==> src/hdl/amh_pkg.sv <==
package amh_pkg;

   // ----------------------------------------------------------------
   // clock and timing
   // ----------------------------------------------------------------
   localparam int CLK_MHZ        = 200;
   localparam int T_SETUP_NS     = 30;
   localparam int T_STROBE_NS    = 150;
   localparam int T_HOLD_NS      = 20;
   localparam int T_PWR_RESET_NS = 1000;
   // least times, rounded up to whole cycles
   localparam int SETUP_CYC  = (T_SETUP_NS * CLK_MHZ + 999) / 1000;
   localparam int STROBE_CYC = (T_STROBE_NS * CLK_MHZ + 999) / 1000;
   localparam int HOLD_CYC   = (T_HOLD_NS * CLK_MHZ + 999) / 1000;
   localparam int PWR_RESET_CYC = (T_PWR_RESET_NS * CLK_MHZ + 999) / 1000;

   // ----------------------------------------------------------------
   // device register map (register_index values)
   // ----------------------------------------------------------------
   localparam logic [3:0] OFS_SECTOR_DATA_PORT       = 4'h0;
   localparam logic [3:0] OFS_ERROR_FLAGS            = 4'h1;
   localparam logic [3:0] OFS_SECTOR_COUNT           = 4'h2;
   localparam logic [3:0] OFS_LBA_BITS_0_7           = 4'h3;
   localparam logic [3:0] OFS_LBA_BITS_8_15          = 4'h4;
   localparam logic [3:0] OFS_LBA_BITS_16_23         = 4'h5;
   localparam logic [3:0] OFS_LBA_BITS_24_27         = 4'h6;
   localparam logic [3:0] OFS_COMMAND                = 4'h7;
   localparam logic [3:0] OFS_SECTOR_DATA_PORT_ALIAS = 4'h8;
   localparam logic [3:0] OFS_ERROR_FLAGS_ALIAS      = 4'hD;
   localparam logic [3:0] OFS_DEVICE_CONTROL         = 4'hE;
   localparam logic [7:0] DEVCTL_SOFT_RESET          = 8'h04;
   localparam int         SECTOR_BYTES               = 512;
   localparam int         MAX_SECTORS                = 256;

   // ----------------------------------------------------------------
   // controller state
   // ----------------------------------------------------------------
   typedef enum logic [2:0] {
      ST_PWRUP  = 3'b000,
      ST_IDLE   = 3'b001,
      ST_SETUP  = 3'b010,
      ST_STROBE = 3'b011,
      ST_HOLD   = 3'b100
   } amh_state_t;

endpackage

==> src/hdl/amh_host_ctrl.sv <==
`timescale 1ns/1ps
// Functional notes
// - 8-bit host drives only low lane, data on lines 0-7.
// - 16-bit-only host may tie lane enables; still decodes its window.
// - host reserves 2K with data port select, else 16 bytes.
// - host reads with output strobe, writes with write strobe.
// - later resets requested by soft reset write to device control.
// - 512-byte sectors pass in order through data register.
module amh_host_ctrl
   import amh_pkg::*;
#(
   parameter int DATA_W = 16
)(
   // clock and reset
   input  wire logic              ref_clk_i,
   input  wire logic              rstn_i,
   // user command port
   input  wire logic              cmd_valid_i,
   output logic                   cmd_ready_o,
   input  wire logic              cmd_write_i,
   input  wire logic              cmd_wide_i,
   input  wire logic              cmd_data_port_i,
   input  wire logic [3:0]        cmd_index_i,
   input  wire logic [DATA_W-1:0] cmd_wdata_i,
   // user read data
   output logic                   rd_valid_o,
   input  wire logic              rd_ready_i,
   output logic [DATA_W-1:0]      rd_data_o,
   // device pins
   output logic                   dev_reset_o,
   output logic                   low_lane_enable_n_o,
   output logic                   high_lane_enable_n_o,
   output logic                   out_enable_n_o,
   output logic                   write_enable_n_o,
   output logic [3:0]             register_index_o,
   output logic                   data_port_select_o,
   input  wire logic [DATA_W-1:0] data_lines_i,
   output logic [DATA_W-1:0]      data_lines_o,
   output logic                   data_lines_oe_o,
   input  wire logic              ready_busy_line_i,
   // status
   output logic                   dev_ready_o
);

   typedef struct packed {
      amh_state_t        st;
      logic [7:0]        cnt;
      logic              wr;
      logic              wide;
      logic [2:0]        rdy_sync;
      logic [DATA_W-1:0] din_s1;
      logic [DATA_W-1:0] din_s2;
      logic [DATA_W-1:0] din_s3;
      logic              rdy;
      logic              cmd_ready;
      logic              reset_pin;
      logic              ce_lo_n;
      logic              ce_hi_n;
      logic              oe_n;
      logic              we_n;
      logic [3:0]        idx;
      logic              dps;
      logic [DATA_W-1:0] dout;
      logic              doe;
      logic [DATA_W-1:0] buf0;
      logic [DATA_W-1:0] buf1;
      logic [1:0]        bcnt;
      logic              bvalid;
   } amh_regs_t;

   amh_regs_t s_r;
   amh_regs_t s_nxt;

   // ----------------------------------------------------------------
   // next state
   // ----------------------------------------------------------------
   always_comb
   begin
      logic [DATA_W-1:0] cap;
      logic              push;
      logic              pop;
      cap   = '0;
      push  = 1'b0;
      pop   = 1'b0;
      s_nxt = s_r;

      // pins from outside pass three flops; a change counts once the
      // second and third stage agree, for the ready/busy line only; data is taken from the third stage as it stands
      s_nxt.rdy_sync = {s_r.rdy_sync[1:0], ready_busy_line_i};
      s_nxt.din_s1   = data_lines_i;
      s_nxt.din_s2   = s_r.din_s1;
      s_nxt.din_s3   = s_r.din_s2;
      if (s_r.rdy_sync[1] == s_r.rdy_sync[2])
      begin
         s_nxt.rdy = s_r.rdy_sync[2];
      end

      case (s_r.st)
         ST_PWRUP:
         begin
            // reset pin is only honoured around power-on
            s_nxt.reset_pin = 1'b1;
            if (s_r.cnt == 8'(PWR_RESET_CYC - 1))
            begin
               s_nxt.reset_pin = 1'b0;
               s_nxt.cnt       = '0;
               s_nxt.st        = ST_IDLE;
            end
            else
            begin
               s_nxt.cnt = s_r.cnt + 8'h01;
            end
         end
         ST_IDLE:
         begin
            if (cmd_valid_i && s_r.cmd_ready)
            begin
               s_nxt.wr   = cmd_write_i;
               s_nxt.wide = cmd_wide_i;
               s_nxt.dps  = cmd_data_port_i;
               s_nxt.idx  = cmd_index_i;
               if (cmd_wide_i)
               begin
                  // both lanes: bit zero is meaningless, hold it low
                  s_nxt.idx[0]  = 1'b0;
                  s_nxt.ce_hi_n = 1'b0;
                  s_nxt.dout    = cmd_wdata_i;
               end
               else
               begin
                  // narrow access rides on the low lane, lines 0-7
                  s_nxt.ce_hi_n = 1'b1;
                  s_nxt.dout    = {{(DATA_W-8){1'b0}}, cmd_wdata_i[7:0]};
               end
               s_nxt.ce_lo_n = 1'b0;
               s_nxt.doe     = cmd_write_i;
               s_nxt.cnt     = '0;
               s_nxt.st      = ST_SETUP;
            end
         end
         ST_SETUP:
         begin
            if (s_r.cnt == 8'(SETUP_CYC - 1))
            begin
               s_nxt.cnt  = '0;
               s_nxt.oe_n = s_r.wr;
               s_nxt.we_n = ~s_r.wr;
               s_nxt.st   = ST_STROBE;
            end
            else
            begin
               s_nxt.cnt = s_r.cnt + 8'h01;
            end
         end
         ST_STROBE:
         begin
            if (s_r.cnt == 8'(STROBE_CYC - 1))
            begin
               // one strobe, one capture
               s_nxt.cnt  = '0;
               s_nxt.oe_n = 1'b1;
               s_nxt.we_n = 1'b1;
               s_nxt.st   = ST_HOLD;
               if (!s_r.wr)
               begin
                  push = 1'b1;
                  cap  = s_r.wide ? s_r.din_s3
                                  : {{(DATA_W-8){1'b0}}, s_r.din_s3[7:0]};
               end
            end
            else
            begin
               s_nxt.cnt = s_r.cnt + 8'h01;
            end
         end
         ST_HOLD:
         begin
            if (s_r.cnt == 8'(HOLD_CYC - 1))
            begin
               s_nxt.cnt     = '0;
               s_nxt.ce_lo_n = 1'b1;
               s_nxt.ce_hi_n = 1'b1;
               s_nxt.doe     = 1'b0;
               s_nxt.dps     = 1'b0;
               s_nxt.st      = ST_IDLE;
            end
            else
            begin
               s_nxt.cnt = s_r.cnt + 8'h01;
            end
         end
         default:
         begin
            s_nxt.st = ST_IDLE;
         end
      endcase

      // ----------------------------------------------------------------
      // two-entry read buffer, head always in buf0
      // ----------------------------------------------------------------
      pop = s_r.bvalid && rd_ready_i;
      if (pop)
      begin
         s_nxt.buf0 = s_r.buf1;
      end
      if (push)
      begin
         if (s_r.bcnt == 2'd0 || (s_r.bcnt == 2'd1 && pop))
         begin
            s_nxt.buf0 = cap;
         end
         else
         begin
            s_nxt.buf1 = cap;
         end
      end
      s_nxt.bcnt   = s_r.bcnt + {1'b0, push} - {1'b0, pop};
      s_nxt.bvalid = (s_nxt.bcnt != 2'd0);

      // a new access only when the device is ready and the read buffer
      // is empty; a stalled reader thus stalls the command side
      s_nxt.cmd_ready = (s_nxt.st == ST_IDLE) && s_nxt.rdy
                        && (s_nxt.bcnt == 2'd0)
                        && !(cmd_valid_i && s_r.cmd_ready);
   end

   // ----------------------------------------------------------------
   // state register
   // ----------------------------------------------------------------
   always_ff @(posedge ref_clk_i)
   begin
      if (!rstn_i)
      begin
         s_r         <= '0;
         s_r.st      <= ST_PWRUP;
         s_r.ce_lo_n <= 1'b1;
         s_r.ce_hi_n <= 1'b1;
         s_r.oe_n    <= 1'b1;
         s_r.we_n    <= 1'b1;
      end
      else
      begin
         s_r <= s_nxt;
      end
   end

   assign cmd_ready_o          = s_r.cmd_ready;
   assign rd_valid_o           = s_r.bvalid;
   assign rd_data_o            = s_r.buf0;
   assign dev_reset_o          = s_r.reset_pin;
   assign low_lane_enable_n_o  = s_r.ce_lo_n;
   assign high_lane_enable_n_o = s_r.ce_hi_n;
   assign out_enable_n_o       = s_r.oe_n;
   assign write_enable_n_o     = s_r.we_n;
   assign register_index_o     = s_r.idx;
   assign data_port_select_o   = s_r.dps;
   assign data_lines_o         = s_r.dout;
   assign data_lines_oe_o      = s_r.doe;
   assign dev_ready_o          = s_r.rdy;

endmodule

==> config.mk <==
export PLATFORM = sky130hd
export DESIGN_NAME = amh_host_ctrl
export DESIGN_NICKNAME = d
export VERILOG_FILES = /design/src/hdl/amh_pkg.sv /design/src/hdl/amh_host_ctrl.sv
export SDC_FILE = /design/constraint.sdc
export NUM_CORES = 1
export LEC_CHECK = 0
export BUFFER_PORTS_ARGS = -buffer_cell sky130_fd_sc_hd__buf_4
export CAP_MARGIN = 5
export CORE_MARGIN = 2
export CORE_UTILIZATION = 50
export DETAILED_ROUTE_END_ITERATION = 10
export PLACE_DENSITY = 0.73
export REMOVE_ABC_BUFFERS = 1
export SKIP_CTS_REPAIR_TIMING = 1
export SYNTH_ARGS = -nofsm -noshare
export SYNTH_HDL_FRONTEND = slang
export SYNTH_SLANG_ARGS = --single-unit
==> constraint.sdc <==
create_clock -name ref_clk_i -period 3.15 [get_ports ref_clk_i]
set_clock_uncertainty 0.1 [all_clocks]
set_input_delay 0.315 -clock ref_clk_i [delete_from_list [all_inputs] [get_ports ref_clk_i]]
set_output_delay 0.315 -clock ref_clk_i [all_outputs]
set_load 0.1 [all_outputs]
==> out/metrics.cfg, run 1 <==
[synthesis]
synth_edf_count=0
synth_area_sq_mm=0.00494
synthTopCellsByCount=dfxtp_1, nand2_1, and2_1
synthFlopType=dfxtp_1
yosysTopAreaCell=dfxtp_1
yosys_warnings=0
synth_top_area_frac=0.519
syn_area_per_cell_sq_um=9.18
ys_types=44
postSynthCellCount=538
ys_ff_latch=128
seq_area_frac_synth=0.519
synth_most_common_cell=dfxtp_1
yosys-top-cells-area=dfxtp_1, nand2_1, and2_1
async_flop_share=0

[route]
drt-total-wl_microns=10500
ant_nets=0
drc_errors=0
drtIter0Drc=148
vias_per_cell=5.00
first_pass_iters=4
vias=3835
wl_per_cell_microns=13.7

[timing]
drv_slew=0
setup_slack_ps=511
max_slew.worst_pin.slew_ps=899
fin_crit_sh=0.838
setup_viol=0
slew_headroom=0.397
finalHoldViolCount=2
period_needed_ps=2640
rsz0062_at_grt=false
fmax_mhz=379
holdWs_ps=-2.15

[critical_path]
cp_max_fo=12
cp-endpoint=cmd_ready_o$_SDFF_PN0_
worstSetupStartpointType=register
critPathKind=reg -> reg
crit_start=s_r[126]$_SDFF_PN0_
timing.rr.end=cmd_ready_o$_SDFF_PN0_
ff2ff_path_depth=10
r2r_start=s_r[126]$_SDFF_PN0_
end_kind=register
reg2reg_setup_slack_ps=510
cp.required_ps=3460
crit_arrival_ps=2950

[final_layout]
fillCellCount=766
fin_cells=767
nets=669
diodes=0
area_growth_pct=29.2
drive_above_1_share=0.233

[placed_design]
dp_hpwl_microns=6250
dp.cells=698
gp_congestion=0.887
dp_slack_ps=541
portBuffers=89

[power_and_ir_drop]
seqPwrFrac=0.432
power.density_mw_per_mm2=608
ir_drop_uv=419
combPwrFrac=0.064
power.internal_w=0.00303
cellLeakagePower_nw=2.57
clockPowerShare=0.504
finalPower_w=0.00388
switchingPower_w=0.000855
swShare=0.220

[floorplanning]
rows=36
die-area_sq_mm=0.0107
initial_core_util=0.510
pin_count=90
die_w_microns=103
core_sq_mm=0.00968
die_h_microns=103

[clock_tree]
cts_tree=built
cts-root-buf=clkbuf_8
clockBufferDepth=2
clkSinkCount=128
h-tree-depth=4
cts_buffers=17
clkLatencyLatePin_ps=510
worst_setup_hold_path_clk_slew_ps=60

[status]
violations=hold timing
status=finished with violations

[grt]
grt_max_degree=59
grtUsageTotal=0.196
grt-ovfl-total=0
grt_pass1_vias=3452
grt_pass1_wl_microns=16100
antenna_found_initial=0

[min_path]
hold_depth=3
worstHoldStart=cmd_write_i
hp-class=in -> reg

[flow_run]
maxCapViolCount=0

stage by stage:
stage,area (sq um),TNS [ps],utilization
4_1_cts,6010,0,0.621
3_3_place_gp,5410,0,0.558
2_1_floorplan,4510,-3360,-
5_1_grt,6380,0,0.659
6_report,6380,0,0.659
3_5_place_dp,5410,0,0.558
power by group through the flow:
stage / Clock, W / Sequential (W) / Combinational (W)
finish: 0.00196 / 0.00168 / 0.000250
global route: 0.00206 / 0.00168 / 0.000271
CTS: 0.00199 / 0.00168 / 0.000214
detailed placement: 0 / 0.00171 / 0.000213
global placement: 0 / 0.00171 / 0.000209
floorplan: 0 / 0.00174 / 0.0000810
metal layers:
layer | part of all wire | wire [microns] | vias to the layer above | global-route usage
met5 | 0 | 0 | - | 0
met1 | 0.43 | 4520 | 1820 | 0.232
met2 | 0.53 | 5540 | 80 | 0.334
met3 | 0.034 | 356 | 10 | 0.0558
met4 | 0.012 | 131 | 0 | 0.0789
li1 | - | - | 1925 | -
state kept, by name, summed over array words and instances (netlist names), 4 cells and up:
name / count
s_r: 48
s_nxt: 34
data_lines_o: 16
rd_data_o: 16
register_index_o: 4
placed cells by master (no fill, tap or decap), types with 4 or more instances in the layout:
master,n
a21oi_1,53
a311oi_2,16
and2_1,54
buf_4,96
clkbuf_16,16
clkinv_4,4
dfxtp_1,128
dlygate4sd3_1,37
ha_1,4
inv_1,4
nand2_1,103
nand3_1,20
nand4_1,6
nor2_1,21
nor2b_1,4
nor3_1,11
o21ai_0,4
xor2_1,7
critical path, cell delays in order (launching register included):
cell      delay, ps
dfxtp_1         530
nor2b_1         210
nand2_1         180
or3_1           360
ha_1            270
inv_1            40
ha_1            180
xor2_1          150
xnor2_1         190
nand2b_1        110
nor4_1          220
worst min path at each step:
stage,end,slack (ps)
after floorplan,write_enable_n_o$_SDFFE_PN1P_,280
after global placement,s_r[76]$_SDFF_PN0_,310
after detailed placement,s_nxt[71]$_SDFF_PN0_,320
after CTS,s_nxt[90]$_SDFF_PN0_,-110
after global routing,register_index_o[0]$_SDFFE_PN0P_,-4
final,s_r[116]$_SDFFE_PN0P_,-2
area by class of cell:
class | count | area (sq um) | area share
timing repair buffer | 133 | 1090 | 0.171
inverter | 6 | 22.5 | 0.00353
sequential | 128 | 2560 | 0.402
clock inverter | 11 | 155 | 0.0243
tap | 133 | 166 | 0.0261
multi-input combinational | 335 | 1930 | 0.303
clock buffer | 21 | 449 | 0.0704
cells by family (layout without fill, tap and decap cells):
family / after synthesis / after routing / share of synthesized area
AO/OA/AOI/OAI: 81 / 81 / 0.118
multiplexers: 2 / 2 / 0.00405
buffers and inverters: 75 / 171 / 0.0909
XOR/XNOR: 9 / 9 / 0.0160
flip-flops: 128 / 128 / 0.519
adder cells (fa/ha/maj): 4 / 4 / 0.0101
AND/OR/NAND/NOR: 239 / 239 / 0.242
No activity file was read; power rests on OpenSTA's default activity.
==> run 2, diff against run 1 <==
ABC_AREA = 1   (was unset)
PLACE_DENSITY = 0.75   (was 0.73)
clock period = 2.4 ns   (was 3.15 ns; I/O delays follow)
==> out/metrics.cfg, run 2 <==
[power_and_ir_drop]
cellLeakagePower_nw=3.29  ; +28%
power.density_mw_per_mm2=759  ; +25%
ir_drop_uv=437  ; +4.3%
finalPower_w=0.00509  ; +31%

[timing]
max_slew.worst_pin.slew_ps=885  ; -14.6 ps
fmax_mhz=409  ; +8.1%
drv_slew=0  ; unchanged
setup_viol=1  ; +1
fin_crit_sh=1.02  ; +0.180
period_needed_ps=2440  ; -197 ps
setup_slack_ps=-42.3  ; -553 ps
finalHoldViolCount=0  ; -2
rsz0062_at_grt=true
slew_headroom=0.409  ; +0.0127
tns_ps=-42.3  ; -42.3 ps

[synthesis]
postSynthCellCount=655  ; +22%
seq_area_frac_synth=0.506  ; -0.0123
synthFlopType=dfxtp_1
ys_ff_latch=128  ; unchanged
yosysTopAreaCell=dfxtp_1
synth_edf_count=0  ; unchanged
synth_top_area_frac=0.506  ; -0.0123
synthTopCellsByCount=nand2_1, dfxtp_1, nor2_1
synth_area_sq_mm=0.00506  ; +2.4%
synth_most_common_cell=nand2_1
yosys-top-cells-area=dfxtp_1, nand2_1, nor2_1
ys_types=34  ; -23%
yosys_warnings=0  ; unchanged
async_flop_share=0  ; unchanged
syn_area_per_cell_sq_um=7.72  ; -16%

[min_path]
hp-class=in -> reg
hold_depth=4  ; +1

[floorplanning]
die_w_microns=105  ; +1.2%
die_h_microns=105  ; +1.2%
rows=36  ; unchanged
core_sq_mm=0.00982  ; +1.4%
die-area_sq_mm=0.0109  ; +2.3%
pin_count=90  ; unchanged
initial_core_util=0.515  ; +0.00521

[route]
vias_per_cell=4.78  ; -4.4%
first_pass_iters=4  ; unchanged
wl_per_cell_microns=12.4  ; -9.9%
drc_errors=0  ; unchanged
ant_nets=0  ; unchanged
drt-total-wl_microns=11200  ; +6.1%
vias=4318  ; +13%
drtIter0Drc=206  ; +39%

[critical_path]
cp.required_ps=2740  ; -720 ps
crit_chain=inv_2, ha_4, nand2_4, nor2_4, nand2_4, nor2_4, nand2_4, ha_4, inv_2, ha_4, xnor2_2, xor2_1, nand4_1, nor3_2
max_stage_delay_ps=340  ; -190 ps
critPathKind=reg -> reg
worstSetupStartpointType=register
cp_num_buf_inv=2  ; +1
ff2ff_path_depth=14  ; +4
reg2reg_setup_slack_ps=-40  ; -550 ps
end_kind=register
critPathSlowestCell=dfxtp_2
critPathTopFamily=simple AND/OR/NAND/NOR gates
cp.depth=14  ; +4
crit_arrival_ps=2780  ; -170 ps
cp_max_fo=4  ; -8

[placed_design]
gp_congestion=0.824  ; -7.1%
dp.cells=820  ; +17%
portBuffers=89  ; unchanged
dp_hpwl_microns=6620  ; +5.9%

[grt]
grt-ovfl-total=0  ; unchanged
grtUsageTotal=0.191  ; -0.00471
antenna_found_initial=0  ; unchanged
grt_pass1_vias=4012  ; +16%
grt_pass1_wl_microns=17200  ; +6.7%
grt_max_degree=45  ; -24%

[final_layout]
nets=806  ; +20%
most-common-layout-cells=nand2_1, dfxtp_1, nor2_1, buf_4, inv_1
diodes=0  ; unchanged
utilization=0.683  ; +0.0242
fin_cells=903  ; +18%
top_register=s_r
final_common_cell=nand2_1
drive_above_1_share=0.214  ; -0.0192
area_growth_pct=32.5
largest_register_ffs=48  ; unchanged

[clock_tree]
cts_tree=built
clkLatencyLatePin_ps=510  ; about the same
cts_buffers=17  ; unchanged
clockBufferDepth=2  ; unchanged
worst_setup_hold_path_clk_slew_ps=60  ; about the same
clkSinkCount=128  ; unchanged
cts-root-buf=clkbuf_8
h-tree-depth=4  ; unchanged

[status]
violations=setup timing
status=finished with violations

[flow_run]
maxCapViolCount=0  ; unchanged

run 2: changes by cell type in the layout (fill, tap and decap cells not counted), sizes merged, moves of 3 or more:
| cell | previous run | this run |
|---|---|---|
| nor2b | 4 | 0 |
| nor3b | 3 | 0 |
| a311oi | 16 | 0 |
| buf | 96 | 99 |
| inv | 7 | 76 |
| nor2 | 21 | 108 |
| dlygate4sd3 | 37 | 48 |
| nor3 | 12 | 1 |
| nand3 | 20 | 36 |
| o21ai | 5 | 36 |
| nand2 | 103 | 151 |
| clkbuf | 21 | 18 |
| and2 | 54 | 0 |
| a21oi | 53 | 32 |
run 2: worst paths after layout:
kind,from,end
max,s_r[118]$_SDFFE_PN0P_,cmd_ready_o$_SDFF_PN0_
min,cmd_valid_i,cmd_ready_o$_SDFF_PN0_
max reg2reg,s_r[118]$_SDFFE_PN0P_,cmd_ready_o$_SDFF_PN0_
min reg2reg,s_nxt[76]$_SDFF_PN0_,s_r[76]$_SDFF_PN0_
run 2: final cells by class:
| cell class | instances | area (sq um) |
|---|---|---|
| clock buffer | 18 | 418 |
| clock inverter | 13 | 166 |
| timing repair buffer | 147 | 1220 |
| tap | 133 | 166 |
| multi-input combinational | 387 | 1880 |
| sequential | 128 | 2570 |
| fill | 777 | 3110 |
| inverter | 77 | 289 |
run 2: tightest hold or removal path: cells and delay by family:
kind,cells,cell delay [ps]
and+or+nand+nor,3,310
buffers and inverters,1,80
run 2: stage by stage:
| stage | instance area [sq um] | worst slack, ps | hold WS (ps) |
|---|---|---|---|
| 2_1_floorplan | 4660 | -548 | 225 |
| 3_3_place_gp | 5540 | 70.1 | 292 |
| 3_5_place_dp | 5540 | -44.6 | 297 |
| 4_1_cts | 6120 | -86.7 | -209 |
| 5_1_grt | 6710 | -173 | 70.6 |
| 6_report | 6710 | -42.3 | 60.7 |
run 2: logic make-up after synthesis:
group                      share of synthesized area
buffers and inverters                          0.136
adders and majority gates                    0.00989
AOI/OAI and AO/OA                             0.0764
and+or+nand+nor                                0.261
DFF                                            0.506
xor gates and xnor gates                      0.0104
run 2: power by group:
group          total [W]  switching, W  internal [W]  leakage (nW)
Clock            0.00249      0.000911       0.00158         0.277
Sequential       0.00221     0.0000294       0.00218          1.04
Combinational   0.000397      0.000228      0.000169          1.98
Total            0.00509       0.00117       0.00392          3.29
run 2: metal layers:
layer / vias up / share of wire / GRT usage
met4: 0 / 0.023 / 0.0876
met1: 1992 / 0.40 / 0.207
met3: 23 / 0.046 / 0.0524
li1: 2197 / - / -
met2: 106 / 0.53 / 0.345
met5: - / 0 / 0
==> run 3, diff against run 2 <==
ABC_AREA = 0   (was 1)
GPL_TIMING_DRIVEN = 0   (was unset)
PLACE_DENSITY = 0.76   (was 0.75)
==> out/metrics.cfg, run 3 (synthesis results as in run 1) <==
[status]
status=finished with violations
violations=setup timing

[grt]
grt_pass1_wl_microns=15600  ; -9.7%
grt-ovfl-total=0  ; unchanged
antenna_found_initial=0  ; unchanged
grt_max_degree=63  ; +40%
grt_pass1_vias=3364  ; -16%
grtUsageTotal=0.188  ; -0.00292

[route]
wl_per_cell_microns=14.4  ; +17%
ant_nets=0  ; unchanged
drc_errors=0  ; unchanged
vias_per_cell=5.17  ; +8.2%
first_pass_iters=7  ; +3
drt-total-wl_microns=11200  ; -0.26%
drtIter0Drc=196  ; -4.9%
vias=3999  ; -7.4%

[timing]
drv_slew=0  ; unchanged
max_slew.worst_pin.slew_ps=1250  ; +369 ps
setup_slack_ps=-62.5  ; -20.2 ps
tns_ps=-123  ; -80.5 ps
period_needed_ps=2460  ; +20.2 ps
slew_headroom=0.163  ; -0.247
finalHoldViolCount=0  ; unchanged
fin_crit_sh=1.03  ; +0.00843
fmax_mhz=406  ; -0.82%
setup_viol=3  ; +2
rsz0062_at_grt=true

[critical_path]
crit_start=s_r[122]$_SDFFE_PN0P_
worstSetupStartpointType=register
cp.required_ps=2690  ; -50 ps
cp_common_cell=ha_4
max_stage_delay_ps=390  ; +50 ps
end_kind=register
r2r_start=s_r[122]$_SDFFE_PN0P_
crit_chain=and3b_2, nand4_4, or3_4, ha_4, inv_2, ha_4, xor2_2, xnor2_1, nand2b_1, and2_1
ff2ff_path_depth=10  ; -4
reg2reg_setup_slack_ps=-60  ; -20 ps
critPathSlowestCell=or3_4
cp_max_fo=7  ; +3
timing.rr.end=rd_valid_o$_SDFF_PN0_
crit_arrival_ps=2760  ; -20 ps
critPathKind=reg -> reg

[power_and_ir_drop]
ir_drop_uv=475  ; +8.7%
power.internal_w=0.00381  ; -2.9%
swShare=0.219  ; -0.00998
cellLeakagePower_nw=2.62  ; -20%
seqPwrFrac=0.452  ; +0.018
power.density_mw_per_mm2=749  ; -1.4%
combPwrFrac=0.077  ; about the same
clockPowerShare=0.472  ; -0.016
switchingPower_w=0.00107  ; -8.3%

[clock_tree]
h-tree-depth=4  ; unchanged
worst_setup_hold_path_clk_slew_ps=60  ; about the same
clkLatencyLatePin_ps=500  ; about the same
cts_buffers=17  ; unchanged
cts_tree=built
clockBufferDepth=2  ; unchanged
clkSinkCount=128  ; unchanged
cts-root-buf=clkbuf_8

[placed_design]
gp_congestion=0.897  ; +8.8%
dp_hpwl_microns=6050  ; -8.7%
dp_slack_ps=-780  ; -736 ps
dp.cells=692  ; -16%
portBuffers=89  ; unchanged

[final_layout]
most-common-layout-cells=dfxtp_1, nand2_1, buf_4, and2_1, a21oi_1
drive_above_1_share=0.266  ; +0.0513
utilization=0.674  ; -0.00946
area_growth_pct=32.0
final_common_cell=dfxtp_1
fin_cells=773  ; -14%
top_register=s_r
largest_register_ffs=48  ; unchanged
diodes=0  ; unchanged
fillCellCount=754  ; -3.0%
nets=677  ; -16%

[floorplanning]
rows=36  ; unchanged
core_sq_mm=0.00968  ; -1.4%
die_w_microns=103  ; -1.1%
die-area_sq_mm=0.0107  ; -2.3%
pin_count=90  ; unchanged
initial_core_util=0.510  ; -0.00521
die_h_microns=103  ; -1.1%

[flow_run]
maxCapViolCount=0  ; unchanged

[min_path]
hp-class=in -> reg
hold_end=write_enable_n_o$_SDFFE_PN1P_
worstHoldStart=rstn_i
hold_depth=2  ; -2

-- run 3: cell count changes in the layout (fill, tap and decap cells not counted), sizes merged, moves of 6 or more --
cell	change
nor2	-87
nand3	-16
o21ai	-31
a311oi	+16
nor3	+11
clkbuf	+6
and2	+54
dlygate4sd3	-8
a21oi	+21
inv	-71
nand2	-48
-- run 3: per-stage QoR --
step	total power, W	cell area [sq um]	hold WS [ps]
floorplan	0.00240	4510	202
global placement	0.00251	5350	314
detailed placement	0.00252	5360	318
CTS	0.00481	5900	-179
global route	0.00507	6520	58.9
finish	0.00488	6520	55.6
-- run 3: worst max path at each step --
stage / slack [ps] / endpoint
after floorplan: -990 / rd_data_o[10]$_SDFF_PN0_
after global placement: -800 / cmd_ready_o$_SDFF_PN0_
after detailed placement: -780 / cmd_ready_o$_SDFF_PN0_
after CTS: -760 / rd_data_o[14]$_SDFF_PN0_
after global routing: -180 / rd_valid_o$_SDFF_PN0_
final: -60 / rd_valid_o$_SDFF_PN0_
-- run 3: area by class of cell --
cell class | instances | area (sq um) | share of cell area
clock buffer | 24 | 480 | 0.0737
clock inverter | 6 | 57.6 | 0.00882
inverter | 6 | 26.3 | 0.00403
multi-input combinational | 335 | 2020 | 0.310
sequential | 128 | 2570 | 0.395
tap | 133 | 166 | 0.0255
timing repair buffer | 141 | 1190 | 0.183
-- run 3: power groups by stage --
stage               registers (W)  logic (W)  clock network (W)
floorplan                 0.00229   0.000106                  0
global placement          0.00224   0.000264                  0
detailed placement        0.00225   0.000270                  0
CTS                       0.00220   0.000271            0.00234
global route              0.00221   0.000405            0.00245
finish                    0.00221   0.000374            0.00230
-- run 3: per-layer routing --
| metal | track usage | part of all wire |
|---|---|---|
| met1 | 0.230 | 0.41 |
| met2 | 0.310 | 0.52 |
| met3 | 0.0591 | 0.046 |
| met4 | 0.0729 | 0.029 |
| met5 | 0 | 0 |
-- run 3: worst max-delay path: cells and delay by family, from the launching register on --
| family | cells | cell delay [ps] |
|---|---|---|
| fa+ha+maj | 2 | 420 |
| flops | 1 | 330 |
| xor+xnor | 2 | 370 |
| simple gates | 5 | 1110 |
| buf+inv | 1 | 30 |
